==> config.mk <==
export PLATFORM = sky130hd
export DESIGN_NAME = spir_top
export DESIGN_NICKNAME = d
export VERILOG_FILES = /design/src/common/spir_pkg.sv /design/src/rtl/spir_top.sv
export VERILOG_INCLUDE_DIRS = /design/src /design/src/common
export SDC_FILE = /design/constraint.sdc
export NUM_CORES = 1
export LEC_CHECK = 0
export ABC_AREA = 1
export BUFFER_PORTS_ARGS = -buffer_cell sky130_fd_sc_hd__buf_2
export CAP_MARGIN = 20
export CORE_UTILIZATION = 55
export CTS_CLUSTER_SIZE = 40
export DETAILED_ROUTE_END_ITERATION = 16
export PLACE_DENSITY = 0.84
export SYNTH_ARGS = -nofsm -noshare
export SYNTH_HDL_FRONTEND = slang
export SYNTH_SLANG_ARGS = --single-unit
==> constraint.sdc <==
create_clock -name ref_clk_i -period 2.1 [get_ports ref_clk_i]
set_input_delay 0.315 -clock ref_clk_i [delete_from_list [all_inputs] [get_ports ref_clk_i]]
set_output_delay 0.315 -clock ref_clk_i [all_outputs]
set_load 0.005 [all_outputs]
==> src/common/spir_cfg.svh <==
`ifndef SPIR_CFG_SVH
`define SPIR_CFG_SVH

// =====================================================
// register offsets, bank 0
`define SPIR_OFS_TX 8'h29
`define SPIR_OFS_RX 8'h2A
`define SPIR_OFS_CTL 8'h2B
`define SPIR_OFS_IST 8'h2C
`define SPIR_OFS_IMSK 8'h2D

// =====================================================
// control/status field positions
`define SPIR_BIT_LSBF 7
`define SPIR_BIT_OVR 6
`define SPIR_BIT_CMPL 5
`define SPIR_BIT_TXE 4
`define SPIR_BIT_RXF 3
`define SPIR_BIT_CPHA 2
`define SPIR_BIT_CPOL 1
`define SPIR_BIT_EN 0

// =====================================================
// interrupt status/mask field positions
`define SPIR_IRQ_OVR 0
`define SPIR_IRQ_CMPL 1
`define SPIR_IRQ_TXE 2
`define SPIR_IRQ_RXF 3

// =====================================================
// reset values, idle transmit byte and last bit index
`define SPIR_RST_TX 8'h00
`define SPIR_RST_RX 8'h00
`define SPIR_RST_CFG 4'h0
`define SPIR_RST_TXE 1'b1
`define SPIR_RST_IRQ 4'h0
`define SPIR_IDLE_TX 8'h00
`define SPIR_LAST_BIT 3'h7

`endif

==> src/common/spir_pkg.sv <==
package spir_pkg;
  typedef logic [7:0] spir_addr_t;
  typedef logic [7:0] spir_data_t;
  typedef enum logic {SPIR_IDLE, SPIR_BUSY} spir_link_t;
endpackage : spir_pkg

==> src/rtl/spir_top.sv <==
// Function
// - registers decode only in bank 0 at 0x29, 0x2A, 0x2B, 0x2C and 0x2D
// - write-only 8-bit transmit byte register, zero after reset
// - read-only 8-bit receive byte register holding the latest received byte
// - status bits 6..3: overrun, complete, tx empty, rx full; tx empty resets one
// - config bits: bit order 7, phase 2, polarity 1, enable 0, reset zero
// - order, phase, polarity taken with the enabling write, used from then on
// - overrun set when a byte lands before the previous was read; control read clears
// - complete set once a byte is fully shifted; control read clears; may interrupt
// - rx full set on receive load, cleared by reading receive byte register
// - phase 0 samples leading, changes trailing; phase 1 reverse; polarity sets idle
//
// The address-and-strobe port was decided locally.
`include "spir_cfg.svh"

module spir_top (
  input wire logic ref_clk_i,
  input wire logic rst_b_i,
  input wire logic bank_select_bit_i,
  input wire spir_pkg::spir_addr_t reg_addr_i,
  input wire spir_pkg::spir_data_t reg_wdata_i,
  input wire logic reg_wr_i,
  input wire logic reg_rd_i,
  output spir_pkg::spir_data_t reg_rdata_o,
  output logic irq_o,
  input wire logic sclk_i,
  input wire logic mosi_i,
  input wire logic ss_b_i,
  output logic miso_o,
  output logic miso_oe_b_o
);
  import spir_pkg::*;

  // =====================================================
  // register access decode
  logic in_bank0;
  logic wr_tx, wr_ctl, wr_ist, wr_imsk, rd_rx, rd_ctl;
  assign in_bank0 = ~bank_select_bit_i;
  assign wr_tx = reg_wr_i & in_bank0 & (reg_addr_i == `SPIR_OFS_TX);
  assign wr_ctl = reg_wr_i & in_bank0 & (reg_addr_i == `SPIR_OFS_CTL);
  assign wr_ist = reg_wr_i & in_bank0 & (reg_addr_i == `SPIR_OFS_IST);
  assign wr_imsk = reg_wr_i & in_bank0 & (reg_addr_i == `SPIR_OFS_IMSK);
  assign rd_rx = reg_rd_i & in_bank0 & (reg_addr_i == `SPIR_OFS_RX);
  assign rd_ctl = reg_rd_i & in_bank0 & (reg_addr_i == `SPIR_OFS_CTL);

  // =====================================================
  // configuration
  logic cfg_lsbf, cfg_cpha, cfg_cpol, cfg_en;
  logic act_lsbf, act_cpha, act_cpol;
  always_ff @(posedge ref_clk_i) begin
    if (!rst_b_i) begin
      {cfg_lsbf, cfg_cpha, cfg_cpol, cfg_en} <= `SPIR_RST_CFG;
    end else if (wr_ctl) begin
      cfg_lsbf <= reg_wdata_i[`SPIR_BIT_LSBF];
      cfg_cpha <= reg_wdata_i[`SPIR_BIT_CPHA];
      cfg_cpol <= reg_wdata_i[`SPIR_BIT_CPOL];
      cfg_en <= reg_wdata_i[`SPIR_BIT_EN];
    end
  end

  // settings in force, latched by the enabling write only
  always_ff @(posedge ref_clk_i) begin
    if (!rst_b_i) begin
      {act_lsbf, act_cpha, act_cpol} <= 3'h0;
    end else if (wr_ctl && !cfg_en && reg_wdata_i[`SPIR_BIT_EN]) begin
      act_lsbf <= reg_wdata_i[`SPIR_BIT_LSBF];
      act_cpha <= reg_wdata_i[`SPIR_BIT_CPHA];
      act_cpol <= reg_wdata_i[`SPIR_BIT_CPOL];
    end
  end

  // =====================================================
  // link input synchronisers
  logic [2:0] sync_a, sync_b, sync_prev;
  logic sclk_s, mosi_s, ss_b_s, sclk_p, ss_b_p;
  always_ff @(posedge ref_clk_i) begin
    if (!rst_b_i) begin
      sync_a <= 3'h7;
      sync_b <= 3'h7;
      sync_prev <= 3'h7;
    end else begin
      sync_a <= {sclk_i, mosi_i, ss_b_i};
      sync_b <= sync_a;
      sync_prev <= sync_b;
    end
  end
  assign {sclk_s, mosi_s, ss_b_s} = sync_b;
  assign sclk_p = sync_prev[2];
  assign ss_b_p = sync_prev[0];

  // =====================================================
  // edge detection in the polarity-corrected clock
  logic lead_edge, trail_edge, sample_edge, change_edge, sel_fall, selected;
  assign selected = cfg_en & ~ss_b_s;
  assign sel_fall = cfg_en & ss_b_p & ~ss_b_s;
  assign lead_edge = selected & ((sclk_s ^ act_cpol) & ~(sclk_p ^ act_cpol));
  assign trail_edge = selected & (~(sclk_s ^ act_cpol) & (sclk_p ^ act_cpol));
  assign sample_edge = act_cpha ? trail_edge : lead_edge;
  assign change_edge = act_cpha ? lead_edge : trail_edge;

  // =====================================================
  // transmit buffer
  spir_data_t tx_buf;
  logic tx_empty, tx_load;
  spir_link_t link_state;
  logic [2:0] bit_cnt;
  logic byte_done;
  assign byte_done = sample_edge & (bit_cnt == `SPIR_LAST_BIT);
  assign tx_load = sel_fall | byte_done;

  always_ff @(posedge ref_clk_i) begin
    if (!rst_b_i) begin
      tx_buf <= `SPIR_RST_TX;
    end else if (wr_tx && cfg_en) begin
      tx_buf <= reg_wdata_i;
    end
  end

  always_ff @(posedge ref_clk_i) begin
    if (!rst_b_i) begin
      tx_empty <= `SPIR_RST_TXE;
    end else if (!cfg_en) begin
      tx_empty <= 1'b1;
    end else if (wr_tx) begin
      tx_empty <= 1'b0;
    end else if (tx_load) begin
      tx_empty <= 1'b1;
    end
  end

  // =====================================================
  // shifter
  spir_data_t tx_sh, rx_sh, next_rx, load_byte;
  logic out_bit;
  assign load_byte = tx_empty ? `SPIR_IDLE_TX : tx_buf;
  assign next_rx = act_lsbf ? {mosi_s, rx_sh[7:1]} : {rx_sh[6:0], mosi_s};

  function automatic logic first_bit(input spir_data_t d, input logic lsbf);
    first_bit = lsbf ? d[0] : d[7];
  endfunction

  function automatic spir_data_t shift_out(input spir_data_t d, input logic lsbf);
    shift_out = lsbf ? {1'b0, d[7:1]} : {d[6:0], 1'b0};
  endfunction

  always_ff @(posedge ref_clk_i) begin
    if (!rst_b_i) begin
      link_state <= SPIR_IDLE;
    end else begin
      case (link_state)
        SPIR_IDLE: if (sel_fall) link_state <= SPIR_BUSY;
        SPIR_BUSY: if (!selected) link_state <= SPIR_IDLE;
        default: link_state <= SPIR_IDLE;
      endcase
    end
  end

  always_ff @(posedge ref_clk_i) begin
    if (!rst_b_i || !selected) begin
      bit_cnt <= 3'h0;
    end else if (sample_edge) begin
      bit_cnt <= bit_cnt + 3'h1;
    end
  end

  always_ff @(posedge ref_clk_i) begin
    if (!rst_b_i) begin
      rx_sh <= 8'h00;
    end else if (sample_edge) begin
      rx_sh <= next_rx;
    end
  end

  // phase 0 shows the first bit at select; otherwise the change edge shows it
  always_ff @(posedge ref_clk_i) begin
    if (!rst_b_i) begin
      tx_sh <= 8'h00;
      out_bit <= 1'b0;
    end else if (sel_fall && !act_cpha) begin
      out_bit <= first_bit(load_byte, act_lsbf);
      tx_sh <= shift_out(load_byte, act_lsbf);
    end else if (tx_load) begin
      tx_sh <= load_byte;
    end else if (change_edge) begin
      out_bit <= first_bit(tx_sh, act_lsbf);
      tx_sh <= shift_out(tx_sh, act_lsbf);
    end
  end

  assign miso_o = out_bit;
  assign miso_oe_b_o = ~(link_state == SPIR_BUSY);

  // =====================================================
  // receive register and status flags
  spir_data_t rx_data;
  logic rx_full, overrun, complete;
  always_ff @(posedge ref_clk_i) begin
    if (!rst_b_i) begin
      rx_data <= `SPIR_RST_RX;
    end else if (byte_done) begin
      rx_data <= next_rx;
    end
  end

  always_ff @(posedge ref_clk_i) begin
    if (!rst_b_i) begin
      rx_full <= 1'b0;
    end else if (byte_done) begin
      rx_full <= 1'b1;
    end else if (rd_rx) begin
      rx_full <= 1'b0;
    end
  end

  always_ff @(posedge ref_clk_i) begin
    if (!rst_b_i) begin
      overrun <= 1'b0;
    end else if (byte_done && rx_full && !rd_rx) begin
      overrun <= 1'b1;
    end else if (rd_ctl) begin
      overrun <= 1'b0;
    end
  end

  always_ff @(posedge ref_clk_i) begin
    if (!rst_b_i) begin
      complete <= 1'b0;
    end else if (byte_done) begin
      complete <= 1'b1;
    end else if (rd_ctl) begin
      complete <= 1'b0;
    end
  end

  // =====================================================
  // interrupt status and mask
  logic [3:0] irq_evt, irq_stat, irq_mask;
  assign irq_evt[`SPIR_IRQ_OVR] = byte_done & rx_full & ~rd_rx;
  assign irq_evt[`SPIR_IRQ_CMPL] = byte_done;
  assign irq_evt[`SPIR_IRQ_TXE] = tx_load & ~tx_empty & cfg_en;
  assign irq_evt[`SPIR_IRQ_RXF] = byte_done;

  genvar gi;
  generate
    for (gi = 0; gi < 4; gi++) begin : g_irq
      always_ff @(posedge ref_clk_i) begin
        if (!rst_b_i) begin
          irq_stat[gi] <= 1'b0;
        end else if (irq_evt[gi]) begin
          irq_stat[gi] <= 1'b1;
        end else if (wr_ist && reg_wdata_i[gi]) begin
          irq_stat[gi] <= 1'b0;
        end
      end
    end
  endgenerate

  always_ff @(posedge ref_clk_i) begin
    if (!rst_b_i) begin
      irq_mask <= `SPIR_RST_IRQ;
    end else if (wr_imsk) begin
      irq_mask <= reg_wdata_i[3:0];
    end
  end

  assign irq_o = |(irq_stat & irq_mask);

  // =====================================================
  // read data
  spir_data_t ctl_view;
  always_comb begin
    ctl_view = 8'h00;
    ctl_view[`SPIR_BIT_LSBF] = cfg_lsbf;
    ctl_view[`SPIR_BIT_OVR] = overrun;
    ctl_view[`SPIR_BIT_CMPL] = complete;
    ctl_view[`SPIR_BIT_TXE] = tx_empty;
    ctl_view[`SPIR_BIT_RXF] = rx_full;
    ctl_view[`SPIR_BIT_CPHA] = cfg_cpha;
    ctl_view[`SPIR_BIT_CPOL] = cfg_cpol;
    ctl_view[`SPIR_BIT_EN] = cfg_en;
  end

  always_ff @(posedge ref_clk_i) begin
    if (!rst_b_i) begin
      reg_rdata_o <= 8'h00;
    end else if (reg_rd_i && in_bank0) begin
      case (reg_addr_i)
        `SPIR_OFS_RX: reg_rdata_o <= rx_data;
        `SPIR_OFS_CTL: reg_rdata_o <= ctl_view;
        `SPIR_OFS_IST: reg_rdata_o <= {4'h0, irq_stat};
        `SPIR_OFS_IMSK: reg_rdata_o <= {4'h0, irq_mask};
        default: reg_rdata_o <= 8'h00;
      endcase
    end else begin
      reg_rdata_o <= 8'h00;
    end
  end
endmodule // spir_top

==> results of run 1 <==
[cells by family after synthesis]
kind of cell | after synthesis
and+or+nand+nor | 192
muxes | 6
adders and majority gates | 2
DFF | 72
buffers and inverters | 78
AOI/OAI and AO/OA | 117
[metrics by stage]
stage	std cells	power [mW]
2_1_floorplan	467	1.46
3_3_place_gp	564	1.50
3_5_place_dp	564	1.50
4_1_cts	580	2.70
5_1_grt	580	2.77
6_report	580	2.69
[worst max-delay path by stage]
stage	startpoint	end	slack (ns)	depth (start not counted)
finish	cfg_en	miso_o	0.38	9
global route	sync_b[0]	tx_sh[0]	0.15	9
floorplan	reg_addr_i[6]	act_lsbf	0.65	10
global placement	reg_addr_i[6]	act_lsbf	0.41	11
CTS	sync_b[0]	tx_sh[2]	0.39	9
detailed placement	reg_addr_i[6]	act_lsbf	0.36	11
[area by class of cell]
class,count,area [um^2],area share
inverters,60,228,0.0595
repair buffers,40,215,0.0562
multi-input cells,317,1630,0.425
clock inverters,5,80.1,0.0209
flip-flops and latches,72,1440,0.377
clock buffers,11,141,0.0370
well taps,75,93.8,0.0245
[cells in the final DEF, fill, tap and decap left out, drive strengths merged]
cell type | Yosys | final
a31o | 1 | 1
mux2i | 6 | 6
nand2 | 92 | 92
nand3 | 46 | 46
clkinvlp | 0 | 2
o21a | 1 | 1
inv | 60 | 60
a21oi | 50 | 50
o21ai | 61 | 61
clkbuf | 10 | 11
bufinv | 0 | 2
dfxtp | 72 | 72
clkinv | 0 | 1
or2 | 7 | 7
ha | 2 | 2
o22ai | 3 | 3
nor2 | 37 | 37
nor3 | 4 | 4
nand4 | 6 | 6
buf | 8 | 40
a22o | 1 | 1
[critical path, stage by stage (launching register included)]
cell                      delay (ns)
sky130_fd_sc_hd__dfxtp_1        0.39
sky130_fd_sc_hd__inv_4          0.08
sky130_fd_sc_hd__nor2_8         0.10
sky130_fd_sc_hd__nand2_2        0.20
sky130_fd_sc_hd__nor2_4         0.26
sky130_fd_sc_hd__inv_2          0.14
sky130_fd_sc_hd__o21ai_0        0.21
sky130_fd_sc_hd__nand4_1        0.13
sky130_fd_sc_hd__nand2_1        0.07
sky130_fd_sc_hd__nor2_1         0.04
[cells in the mapped netlist]
library cell and number:
sky130_fd_sc_hd__nand3_4 2, sky130_fd_sc_hd__inv_2 5, sky130_fd_sc_hd__inv_4 1, sky130_fd_sc_hd__mux2i_1 6, sky130_fd_sc_hd__buf_2 4, sky130_fd_sc_hd__or2_2 7, sky130_fd_sc_hd__o21ai_1 6, sky130_fd_sc_hd__nor2_2 1
sky130_fd_sc_hd__buf_6 3, sky130_fd_sc_hd__ha_1 2, sky130_fd_sc_hd__nand2_4 1, sky130_fd_sc_hd__nand4_1 5, sky130_fd_sc_hd__a21oi_1 50, sky130_fd_sc_hd__dfxtp_1 72, sky130_fd_sc_hd__a31o_2 1, sky130_fd_sc_hd__nand3_1 42
sky130_fd_sc_hd__nor3_4 1, sky130_fd_sc_hd__a22o_1 1, sky130_fd_sc_hd__nor2_1 33, sky130_fd_sc_hd__clkbuf_1 10, sky130_fd_sc_hd__inv_1 54, sky130_fd_sc_hd__nand4_2 1, sky130_fd_sc_hd__nand2_2 7, sky130_fd_sc_hd__nand2_1 84
sky130_fd_sc_hd__nor2_8 1, sky130_fd_sc_hd__nand3_2 2, sky130_fd_sc_hd__nor2_4 2, sky130_fd_sc_hd__nor3_2 3, sky130_fd_sc_hd__o22ai_1 3, sky130_fd_sc_hd__o21a_1 1, sky130_fd_sc_hd__o21ai_0 55, sky130_fd_sc_hd__buf_4 1
[metal layers]
metal / track usage / vias up
met3: 0.0511 / 20
met5: 0 / -
li1: - / 1601
met4: 0.111 / 0
met1: 0.337 / 1462
met2: 0.408 / 150
[flip-flops by register name, summed over array words and instances, names as in the netlist, 3 cells and up]
name / cells
rx_data: 8
irq_stat: 4
irq_mask: 4
tx_buf: 8
reg_rdata_o: 8
rx_sh: 8
tx_sh: 8
bit_cnt: 3
sync_b: 3
sync_a: 3
[power by group through the flow]
stage / registers, mW / logic (mW) / clock network, mW
2_1_floorplan: 1.41 / 0.0505 / 0
3_3_place_gp: 1.41 / 0.0897 / 0
3_5_place_dp: 1.41 / 0.0919 / 0
4_1_cts: 1.38 / 0.0927 / 1.23
5_1_grt: 1.38 / 0.102 / 1.30
6_report: 1.38 / 0.0938 / 1.22
==> out/qor_table.md, run 1 <==
| Stage | Quantity | Reported |
|:---|:---|:---|
| global route | Aggregate global routing overflow | 0 |
| floorplan | Number of primary I/O pins | 35 |
| cts | Clock input transition at the sequential cells of the worst setup and hold paths | 0.07 ns |
| cts | CTS tree | built |
| synthesis | Syn_area_per_cell | 7.27 um^2 |
| power | Sw frac | 0.218 |
| finish | Antenna Diode Count | 0 |
| sta | Final worst clock skew | 0.0122 ns |
| global route | Via count of the first global-routing pass | 2838 |
| placement | Routability cong. | 0.886 |
| synthesis | Yosys top cell area share | 0.425 |
| drt | Detailed-route vias per instance | 5.57 |
| worst hold path | Type of the worst min-delay path | in2reg |
| sta | Max-slew violation total from the final report | 0 |
| floorplan | Starting Density | 0.573 |
| cts | Hold-fix buffer count after cts | 0 |
| worst setup path | Arrival time of the worst setup path | 1.96 ns |
| sta | Max frequency | 0.583 GHz |
| floorplan | CORE AREA | 0.00592 mm^2 |
| run status | Result of the run | finished, final reports clean |
| synthesis | Post-synthesis simple-gate area fraction | 0.278 |
| synthesis | Mux share of post-synthesis cell area | 0.0177 |
| global route | Total global routing track utilization | 0.258 |
| flow run | Max-cap violation count | 0 |
| finish | Post-Route Utilization | 0.646 |
| cts | Number of clock buffers inserted by TritonCTS | 9 |
| synthesis | Post-Synthesis Net Count | 493 |
| power | Maximum vdd drop | 0.393 mV |
| finish | Ratio of cells with drive above 1 in the final layout | 0.178 |
| power | Internal cell power | 2.10 mW |
| floorplan | Die Wd | 80.6 um |
| worst setup path | Number of cell instances on the worst register-to-register path | 9 |
| synthesis | Biggest area contributors in the synthesized netlist | sky130_fd_sc_hd__dfxtp_1 42%, sky130_fd_sc_hd__nand2_1 9.3%, sky130_fd_sc_hd__o21ai_0 8.1% |
| worst setup path | Kind of end point of the critical path | register |
| global route | Global-route wire length before repair | 12800 um |
| floorplan | Site Rows | 28 |
| floorplan | Height of the die | 80.6 um |
| drt | Wire length reported by the detailed router | 7860 um |
| synthesis | Post-Synthesis Cell Area | 0.00339 mm^2 |
| sta | Accumulated negative setup slack | 0 ns |
| worst setup path | Source of the worst register-to-register timing path | cfg_en |
| synthesis | XOR/XNOR Fraction of Synth Area | 0 |
| global route | Pin count of the biggest net entering global routing | 30 |
| synthesis | Flip-flop and latch count after synthesis | 72 |
| synthesis | Count of distinct cell types in the synthesized netlist | 32 |
| power | Share of power burned in the clock network | 0.454 |
| synthesis | Portion of the post-synthesis area used by sequential elements | 0.425 |
| worst hold path | Worst Hold Launch | ss_b_i |
| finish | Number of nets in the final layout | 526 |
| cts | # resized after CTS | 0 |
| worst setup path | CP Max Fanout | 12 |
| sta | Final Hold Slack | 0.151 ns |
| worst hold path | Worst hold path cell count | 2 |
| drt | Highest metal layer used by the detailed router | met4 |
| sta | Setup repair after global routing missed its margin | false |
| drt | Routed wire length on met3 | 617 um |
| worst setup path | Data required time of the worst path | 2.34 ns |
| placement | HPWL after detailed placement | 5570 um |
| synthesis | Synth Area in Adders | 0.00737 |
| sta | Relative max-transition margin | 0.564 |
| synthesis | Area leader, netlist | sky130_fd_sc_hd__dfxtp_1 |
| power | Power density over the cells | 703 mW/mm^2 |
| cts | Clock tree root driver cell | sky130_fd_sc_hd__clkbuf_8 |
| worst hold path | WHS Endpoint | sync_a[0] |
| floorplan | Die outline area | 0.00649 mm^2 |
| cts | Clock sink count | 72 |
| power | Sequential group share of total power | 0.511 |
| drt | Count of nets left with antenna violations after detail routing | 0 |
| power | Combinational fraction of design power | 0.035 |
| worst setup path | Startpoint type of the worst setup path | register |
| sta | Post-layout min period | 1.72 ns |
| worst setup path | Start-to-end type of the worst setup path | reg2reg |
| sta | Crit share post-route | 0.817 |
| power | Switching pwr | 0.588 mW |
| synthesis | Post-synthesis instance total | 467 |
| drt | Routed wire length on met2 | 3560 um |
| synthesis | Largest family of logic cells by synthesized area | simple AND/OR/NAND/NOR gates |
| cts | H-tree lvl count | 3 |
| power | Leakage power | 1.66 nW |
| drt | Final routed wire length divided by cell count | 13.6 um |
| finish | Growth of design area from synthesis to finish | 12.7% |
| cts | Maximum count of clock buffers along a single path | 2 |
| drt | Drt first pass iters | 7 |
| worst setup path | Reg2reg setup slack | 0.38 ns |
| cts | Clock insertion delay at the later pin of the skew report | 0.35 ns |
| drt | Post-route met1 wirelength | 3530 um |
| placement | Area after DPL | 0.00360 mm^2 |
| drt | DRC violations left | 0 |
| sta | Pin slew with the least headroom to its limit | 0.654 ns |
| synthesis | Number of warnings issued by yosys | 0 |
| placement | IO buf count | 34 |
| finish | Fill count | 528 |
| global route | Initial antenna violation count | 0 |
| synthesis | Synth Area in Compound Gates | 0.177 |
| finish | Final non-filler cell area | 0.00383 mm^2 |
| sta | Minimum setup slack in the final design | 0.384 ns |
| sta | Hold Violations, Final | 0 |
| drt | Initial DRC count | 323 |
| cts | Setup bufs post-CTS | 0 |
| drt | Total via count in the routed design | 3233 |
| sta | Final number of setup-violating endpoints | 0 |
| placement | Post-Place Setup Slack | 0.361 ns |
| worst setup path | RR Endpoint | miso_o |
No activity file was read; power rests on OpenSTA's default activity.
==> inputs of run 2 (changes only) <==
- ABC_AREA: 1 -> 0
- clock period: 2.1 -> 1.79 ns (I/O delays scaled with it)
==> run 2 against run 1 <==
  * Clock power grew 15%
  * Routed wire length up 0.33%
  * Hold slack lost 0.052 ns
  * Clock skew down 0.0034 ns
  * Synthesized cell count shrank 20%
  * Global-route usage up 0.51 points
  * Final area is 2.5% higher
  * Die area about the same
  * Combinational power rose by 26%
  * First-iteration DRC count decreased by 33%
  * Utilization grew 1.2 points
  * Largest cell class unchanged
  * Largest power group unchanged
  * Highest routed layer unchanged
==> out/qor_table.md, run 2 <==
| Stage | Quantity | Reported | vs previous |
|:---|:---|:---|:---|
| run status | Result of the run | finished, final reports clean | unchanged |
| drt | Initial DRC count | 217 | was 323 |
| floorplan | CORE AREA | 0.00596 mm^2 | was 0.00592 mm^2 |
| sta | Hold Violations, Final | 0 | unchanged |
| flow run | Max-cap violation count | 0 | unchanged |
| worst setup path | Startpoint type of the worst setup path | register | unchanged |
| floorplan | Height of the die | 80.6 um | about the same |
| sta | Crit share post-route | 0.931 | was 0.817 |
| synthesis | Post-Synthesis Cell Area | 0.00340 mm^2 | was 0.00339 mm^2 |
| cts | Clock insertion delay at the later pin of the skew report | 0.35 ns | about the same |
| global route | Via count of the first global-routing pass | 2822 | was 2838 |
| floorplan | Starting Density | 0.570 | was 0.573 |
| sta | Post-layout min period | 1.67 ns | was 1.72 ns |
| sta | Setup repair after global routing missed its margin | true | was false |
| global route | Initial antenna violation count | 0 | unchanged |
| global route | Global-route wire length before repair | 12900 um | was 12800 um |
| finish | Number of nets in the final layout | 440 | was 526 |
| sta | Relative max-transition margin | 0.729 | was 0.564 |
| floorplan | Number of primary I/O pins | 35 | unchanged |
| placement | IO buf count | 34 | unchanged |
| placement | Post-Place Setup Slack | 0.0598 ns | was 0.361 ns |
| finish | Ratio of cells with drive above 1 in the final layout | 0.230 | was 0.178 |
| floorplan | Die Wd | 80.6 um | about the same |
| power | Power density over the cells | 800 mW/mm^2 | was 703 mW/mm^2 |
| drt | Total via count in the routed design | 2936 | was 3233 |
| sta | Minimum setup slack in the final design | 0.124 ns | was 0.384 ns |
| cts | Maximum count of clock buffers along a single path | 2 | unchanged |
| global route | Total global routing track utilization | 0.263 | was 0.258 |
| worst setup path | Start-to-end type of the worst setup path | reg2reg | unchanged |
| drt | Detailed-route vias per instance | 5.96 | was 5.57 |
| worst hold path | Type of the worst min-delay path | in2reg | unchanged |
| sta | Max frequency | 0.600 GHz | was 0.583 GHz |
| synthesis | Post-synthesis instance total | 375 | was 467 |
| finish | Final non-filler cell area | 0.00392 mm^2 | was 0.00383 mm^2 |
| synthesis | Post-Synthesis Net Count | 401 | was 493 |
| drt | Drt first pass iters | 4 | was 7 |
| floorplan | Site Rows | 28 | unchanged |
| global route | Aggregate global routing overflow | 0 | unchanged |
| drt | Count of nets left with antenna violations after detail routing | 0 | unchanged |
| global route | Pin count of the biggest net entering global routing | 37 | was 30 |
| synthesis | Syn_area_per_cell | 9.06 um^2 | was 7.27 um^2 |
| power | Internal cell power | 2.44 mW | was 2.10 mW |
| cts | H-tree lvl count | 3 | unchanged |
| finish | FF/Latch Area | 0.00144 mm^2 | unchanged |
| power | Sequential group share of total power | 0.515 | was 0.511 |
| placement | Cell Count Post-Placement | 477 | was 564 |
| finish | Antenna Diode Count | 0 | unchanged |
| power | Share of power burned in the clock network | 0.448 | was 0.454 |
| power | Switching pwr | 0.694 mW | was 0.588 mW |
| drt | Final routed wire length divided by cell count | 16.0 um | was 13.6 um |
| sta | Final number of setup-violating endpoints | 0 | unchanged |
| synthesis | Number of warnings issued by yosys | 0 | unchanged |
| finish | Top library cells by usage in the layout, fill and taps aside | 72 x sky130_fd_sc_hd__dfxtp_1, 38 x sky130_fd_sc_hd__nor2_1, 34 x sky130_fd_sc_hd__buf_2, 27 x sky130_fd_sc_hd__mux2i_1, 27 x sky130_fd_sc_hd__o21ai_0 | was 84 x sky130_fd_sc_hd__nand2_1, 72 x sky130_fd_sc_hd__dfxtp_1, 55 x sky130_fd_sc_hd__o21ai_0, 54 x sky130_fd_sc_hd__inv_1, 50 x sky130_fd_sc_hd__a21oi_1 |
| synthesis | Number of enable-type register cells in the synthesized netlist | 0 | unchanged |
| synthesis | Flip-flop and latch count after synthesis | 72 | unchanged |
| cts | Number of clock buffers inserted by TritonCTS | 9 | unchanged |
| power | Sw frac | 0.221 | was 0.218 |
| placement | Routability cong. | 0.877 | was 0.886 |
| cts | CTS tree | built | unchanged |
| synthesis | Most repeated cell in the gate-level netlist after synthesis | sky130_fd_sc_hd__dfxtp_1 | was sky130_fd_sc_hd__nand2_1 |
| sta | Pin slew with the least headroom to its limit | 0.407 ns | was 0.654 ns |
| cts | Clock tree root driver cell | sky130_fd_sc_hd__clkbuf_8 | unchanged |
| synthesis | Portion of the post-synthesis area used by sequential elements | 0.424 | was 0.425 |
| worst setup path | CP Max Fanout | 14 | was 12 |
| finish | Growth of design area from synthesis to finish | 15.4% | was 12.7% |
| synthesis | Area leader, netlist | sky130_fd_sc_hd__dfxtp_1 | unchanged |
| worst setup path | Kind of end point of the critical path | register | unchanged |
| synthesis | Yosys top cell area share | 0.424 | was 0.425 |
| sta | Final worst clock skew | 0.00879 ns | was 0.0122 ns |
| power | Combinational fraction of design power | 0.038 | was 0.035 |
| synthesis | Biggest area contributors in the synthesized netlist | sky130_fd_sc_hd__dfxtp_1 42%, sky130_fd_sc_hd__mux2i_1 8.0%, sky130_fd_sc_hd__nor2_1 4.3% | was sky130_fd_sc_hd__dfxtp_1 42%, sky130_fd_sc_hd__nand2_1 9.3%, sky130_fd_sc_hd__o21ai_0 8.1% |
| power | Leakage power | 1.39 nW | was 1.66 nW |
| finish | Fill count | 520 | was 528 |
| cts | # resized after CTS | 0 | unchanged |
| worst setup path | Arrival time of the worst setup path | 1.87 ns | was 1.96 ns |
| synthesis | Proportion of synthesized flip-flops having asynchronous set or reset | 0 | unchanged |
| power | Maximum vdd drop | 0.730 mV | was 0.393 mV |
| finish | Multi-input gate area | 0.00181 mm^2 | was 0.00163 mm^2 |
| sta | Max-slew violation total from the final report | 0 | unchanged |
| drt | Wire length reported by the detailed router | 7890 um | was 7860 um |
| synthesis | Commonest register cell after synthesis | sky130_fd_sc_hd__dfxtp_1 | unchanged |
| finish | Leading cell type in the layout, fill and taps excluded | sky130_fd_sc_hd__dfxtp_1 | was sky130_fd_sc_hd__nand2_1 |
| finish | Final non-filler cell total | 493 | was 580 |
| drt | DRC violations left | 0 | unchanged |
| cts | Clock input transition at the sequential cells of the worst setup and hold paths | 0.08 ns | was 0.07 ns |
| synthesis | Count of distinct cell types in the synthesized netlist | 49 | was 32 |
| worst setup path | Data required time of the worst path | 2.00 ns | was 2.34 ns |
| cts | Clock sink count | 72 | unchanged |
| floorplan | Die outline area | 0.00649 mm^2 | about the same |
| placement | Area after DPL | 0.00368 mm^2 | was 0.00360 mm^2 |
| cts | Setup bufs post-CTS | 0 | unchanged |
| placement | HPWL after detailed placement | 5610 um | was 5570 um |
| cts | Hold-fix buffer count after cts | 0 | unchanged |
| synthesis | Cell types with the highest counts after synthesis | 72 x sky130_fd_sc_hd__dfxtp_1, 39 x sky130_fd_sc_hd__nor2_1, 28 x sky130_fd_sc_hd__o21ai_0 | was 84 x sky130_fd_sc_hd__nand2_1, 72 x sky130_fd_sc_hd__dfxtp_1, 55 x sky130_fd_sc_hd__o21ai_0 |
## run 2: cell types whose count changed after synthesis, moves of 8 or more
cell,previous run,this run
sky130_fd_sc_hd__a211oi_2,0,8
sky130_fd_sc_hd__a21oi_1,50,14
sky130_fd_sc_hd__nand3_1,42,20
sky130_fd_sc_hd__mux2i_1,6,27
sky130_fd_sc_hd__o21ai_0,55,28
sky130_fd_sc_hd__a31oi_1,0,9
sky130_fd_sc_hd__nand2_1,84,27
sky130_fd_sc_hd__nand2b_1,0,12
sky130_fd_sc_hd__a211oi_1,0,13
sky130_fd_sc_hd__inv_1,54,6
## run 2: final timing paths
path / to / start / cells after the start / slack, ns
worst max-delay path: tx_empty / sync_b[2] / 5 / 0.12
worst min-delay path: sync_a[0] / ss_b_i / 2 / 0.1
worst max register to register: tx_empty / sync_b[2] / 5 / 0.12
worst min register to register: sync_b[1] / sync_a[1] / 1 / 0.41
## run 2: cell families after synthesis
group                      share of synthesized area
AOI/OAI and AO/OA                              0.192
muxes                                          0.110
DFF                                            0.424
adders and majority gates                    0.00737
buffers and inverters                         0.0490
xor gates and xnor gates                     0.00774
and+or+nand+nor                                0.210
## run 2: through the flow
stage               setup TNS, ns  hold slack, ns   util  power, mW
finish                          0          0.0991  0.658       3.13
global route             -0.00114          0.0932  0.658       3.24
CTS                             0          0.0953  0.655       3.15
detailed placement              0           0.397  0.618       1.77
global placement                0           0.394  0.618       1.76
floorplan                       0           0.370      -       1.71
## run 2: per-layer routing
layer  GRT usage  up-vias  wire, um
li1            -     1424         -
met1       0.304     1425      3280
met2       0.452       79      4080
met3      0.0852        8       439
met4      0.0893        0        95
met5           0        -         0
## run 2: cell type report
| cell class | instances | share of cell area |
|---|---|---|
| Clock buffer | 9 | 0.0316 |
| Clock inverter | 6 | 0.0239 |
| Inverter | 7 | 0.00670 |
| Multi-Input combinational cell | 270 | 0.461 |
| Sequential cell | 72 | 0.368 |
| Tap cell | 75 | 0.0239 |
| Timing Repair Buffer | 54 | 0.0849 |
## run 2: power by group through the flow
stage                     registers (mW)  logic [mW]  clock network [mW]
final                               1.61       0.118                1.40
after global routing                1.61       0.129                1.50
after floorplan                     1.65      0.0618                   0
after detailed placement            1.65       0.116                   0
after global placement              1.65       0.114                   0
after CTS                           1.61       0.117                1.42
## run 2: worst max-delay path: stages (launching register included)
cell and delay [ns]:
sky130_fd_sc_hd__dfxtp_1 0.42, sky130_fd_sc_hd__and4bb_1 0.25, sky130_fd_sc_hd__mux2_4 0.33, sky130_fd_sc_hd__and2_4 0.24, sky130_fd_sc_hd__nor3_1 0.18, sky130_fd_sc_hd__o211ai_1 0.10
==> inputs of run 3 (changes only) <==
- BUFFER_PORTS_ARGS: -buffer_cell sky130_fd_sc_hd__buf_2 -> -buffer_cell sky130_fd_sc_hd__buf_4
- RECOVER_POWER: default -> 50
==> run 3 against run 2 <==
  * Via count is 2.4% lower
  * Utilization is 0.19 points lower
  * First-iteration DRC count is 35% lower
  * Sequential share of layout area is 0.17 points higher
  * Combinational power is 7% higher
  * Sequential cell count stayed put
  * Cell count is 0.81% lower
  * Global-route usage is 1.0 points lower
  * Power is 7.7% lower
  * Clock-buffer cell count is 2 higher
  * Largest cell class unchanged
  * Highest routed layer unchanged
==> out/qor_table.md, run 3 (synthesis results as in run 2) <==
| Stage | Quantity | Reported | vs previous |
|:---|:---|:---|:---|
| drt | Drt first pass iters | 5 | was 4 |
| worst setup path | Worst setup path start | reg_addr_i[7] | was sync_b[2] |
| sta | Hold Violations, Final | 0 | unchanged |
| placement | IO buf count | 34 | unchanged |
| sta | Final number of setup-violating endpoints | 0 | unchanged |
| global route | Global-route wire length before repair | 12400 um | was 12900 um |
| drt | Final routed wire length divided by cell count | 15.1 um | was 16.0 um |
| worst hold path | Type of the worst min-delay path | in2reg | unchanged |
| finish | Ratio of cells with drive above 1 in the final layout | 0.208 | was 0.230 |
| sta | Final worst clock skew | 0.00993 ns | was 0.00879 ns |
| worst setup path | Data required time of the worst path | 2.02 ns | was 2.00 ns |
| power | Power density over the cells | 740 mW/mm^2 | was 800 mW/mm^2 |
| sta | Final Hold Slack | 0.0988 ns | was 0.0991 ns |
| global route | Via count of the first global-routing pass | 2659 | was 2822 |
| floorplan | Site Rows | 28 | unchanged |
| sta | Crit share post-route | 0.939 | was 0.931 |
| floorplan | Die outline area | 0.00649 mm^2 | unchanged |
| sta | Relative max-transition margin | 0.596 | was 0.729 |
| cts | H-tree lvl count | 3 | unchanged |
| cts | Setup bufs post-CTS | 0 | unchanged |
| floorplan | CORE AREA | 0.00596 mm^2 | unchanged |
| global route | Aggregate global routing overflow | 0 | unchanged |
| floorplan | Height of the die | 80.6 um | unchanged |
| cts | Clock input transition at the sequential cells of the worst setup and hold paths | 0.08 ns | about the same |
| finish | Post-Route Utilization | 0.656 | was 0.658 |
| flow run | Max-cap violation count | 0 | unchanged |
| finish | Number of nets in the final layout | 435 | was 440 |
| cts | Number of clock buffers inserted by TritonCTS | 9 | unchanged |
| worst setup path | Number of cell instances on the worst register-to-register path | 6 | was 5 |
| worst setup path | Start-to-end type of the worst setup path | in2reg | was reg2reg |
| sta | Max-slew violation total from the final report | 0 | unchanged |
| finish | Growth of design area from synthesis to finish | 15.1% | was 15.4% |
| finish | Final non-filler cell total | 489 | was 493 |
| worst setup path | Kind of end point of the critical path | register | unchanged |
| sta | Pin slew with the least headroom to its limit | 0.598 ns | was 0.407 ns |
| power | Power after layout | 2.89 mW | was 3.13 mW |
| floorplan | Starting Density | 0.570 | unchanged |
| cts | Clock tree root driver cell | sky130_fd_sc_hd__clkbuf_8 | unchanged |
| global route | Initial antenna violation count | 0 | unchanged |
| sta | Post-layout min period | 1.68 ns | was 1.67 ns |
| sta | Max frequency | 0.595 GHz | was 0.600 GHz |
| worst setup path | Arrival time of the worst setup path | 1.91 ns | was 1.87 ns |
| worst setup path | RR Endpoint | tx_sh[7] | was tx_empty |
| cts | Maximum count of clock buffers along a single path | 2 | unchanged |
| floorplan | Number of primary I/O pins | 35 | unchanged |
| global route | Total global routing track utilization | 0.252 | was 0.263 |
| finish | Antenna Diode Count | 0 | unchanged |
| drt | Wire length reported by the detailed router | 7390 um | was 7890 um |
| drt | Total via count in the routed design | 2865 | was 2936 |
| cts | CTS tree | built | unchanged |
| cts | Clock sink count | 72 | unchanged |
| sta | Accumulated negative setup slack | 0 ns | unchanged |
| placement | Routability cong. | 0.822 | was 0.877 |
| drt | Detailed-route vias per instance | 5.86 | was 5.96 |
| drt | DRC violations left | 0 | unchanged |
| finish | Top library cells by usage in the layout, fill and taps aside | 70 x sky130_fd_sc_hd__dfxtp_1, 39 x sky130_fd_sc_hd__nor2_1, 34 x sky130_fd_sc_hd__buf_4, 28 x sky130_fd_sc_hd__o21ai_0 | was 72 x sky130_fd_sc_hd__dfxtp_1, 38 x sky130_fd_sc_hd__nor2_1, 34 x sky130_fd_sc_hd__buf_2, 27 x sky130_fd_sc_hd__mux2i_1, 27 x sky130_fd_sc_hd__o21ai_0 |
| finish | Leading cell type in the layout, fill and taps excluded | sky130_fd_sc_hd__dfxtp_1 | unchanged |
| finish | Fill count | 498 | was 520 |
| sta | Setup repair after global routing missed its margin | true | unchanged |
| worst setup path | Worst setup endpoint | cfg_lsbf | was tx_empty |
| cts | Hold-fix buffer count after cts | 0 | unchanged |
| worst setup path | CP Max Fanout | 4 | was 14 |
| placement | HPWL after detailed placement | 5210 um | was 5610 um |
| power | Leakage power | 1.36 nW | was 1.39 nW |
| worst setup path | Reg2reg setup slack | 0.11 ns | was 0.12 ns |
| run status | Result of the run | finished, final reports clean | unchanged |
| placement | Cell Count Post-Placement | 473 | was 477 |
| global route | Pin count of the biggest net entering global routing | 37 | unchanged |
| drt | Count of nets left with antenna violations after detail routing | 0 | unchanged |
| worst setup path | Source of the worst register-to-register timing path | act_cpol | was sync_b[2] |
| cts | Clock insertion delay at the later pin of the skew report | 0.35 ns | about the same |
| worst setup path | Startpoint type of the worst setup path | input pin | was register |
| floorplan | Die Wd | 80.6 um | unchanged |
| drt | Initial DRC count | 140 | was 217 |
| power | Maximum vdd drop | 0.575 mV | was 0.730 mV |
## run 3: cell count changes in the layout (fill, tap and decap cells not counted), sizes merged
cell    delta
buf       -18
clkbuf    +16
bufinv     -2
and2       -1
inv        +1
## run 3: final cells by class
| type | instances | area (um^2) | area share |
|---|---|---|---|
| flip-flops and latches | 72 | 1440 | 0.369 |
| clock buffers | 11 | 141 | 0.0362 |
| clock inverters | 5 | 38.8 | 0.00992 |
| well taps | 75 | 93.8 | 0.0240 |
| multi-input cells | 269 | 1770 | 0.454 |
| inverters | 7 | 26.3 | 0.00672 |
| repair buffers | 50 | 390 | 0.0999 |
## run 3: worst min-delay path by stage
stage / from / endpoint / slack [ns] / cells past startpoint
after floorplan: ss_b_i / sync_a[0] / 0.37 / 1
final: ss_b_i / sync_a[0] / 0.1 / 2
after global routing: sclk_i / sync_a[2] / 0.08 / 2
after CTS: ss_b_i / sync_a[0] / 0.09 / 2
after global placement: sync_a[0] / sync_b[0] / 0.39 / 1
after detailed placement: sync_a[0] / sync_b[0] / 0.39 / 1
## run 3: metrics by stage
stage          setup slack, ns  area [um^2]
2_1_floorplan            0.167         3400
3_3_place_gp             0.139         3750
3_5_place_dp             0.101         3750
4_1_cts                 0.0870         3930
6_report                 0.108         3910
5_1_grt                -0.0579         3910
## run 3: critical path, stage by stage
cell and delay (ns):
sky130_fd_sc_hd__clkbuf_4 0.11, sky130_fd_sc_hd__nor4b_1 0.56, sky130_fd_sc_hd__nand4_2 0.17, sky130_fd_sc_hd__clkbuf_1 0.16
sky130_fd_sc_hd__nor2_1 0.11, sky130_fd_sc_hd__clkbuf_1 0.25, sky130_fd_sc_hd__mux2i_1 0.23, sky130_fd_sc_hd__nor2_1 0.05
## run 3: layer usage
metal	part of all wire	track usage	wire [um]	vias to the layer above
met5	0	0	0	-
met4	0.012	0.0821	85	0
met3	0.059	0.0830	438	12
met2	0.49	0.413	3590	77
met1	0.44	0.310	3270	1354
li1	-	-	-	1422
## run 3: power breakdown
| group | internal, mW | switching [mW] |
|---|---|---|
| Clock | 0.550 | 0.603 |
| Combinational | 0.0564 | 0.0698 |
| Sequential | 1.61 | 0.00522 |
| Total | 2.21 | 0.678 |
## run 3: what timing repair did
item                                    in CTS  in global routing
hold endpoints to repair                     0                  0
endpoints found under the setup margin       0                  4
resized for setup                            0                  2
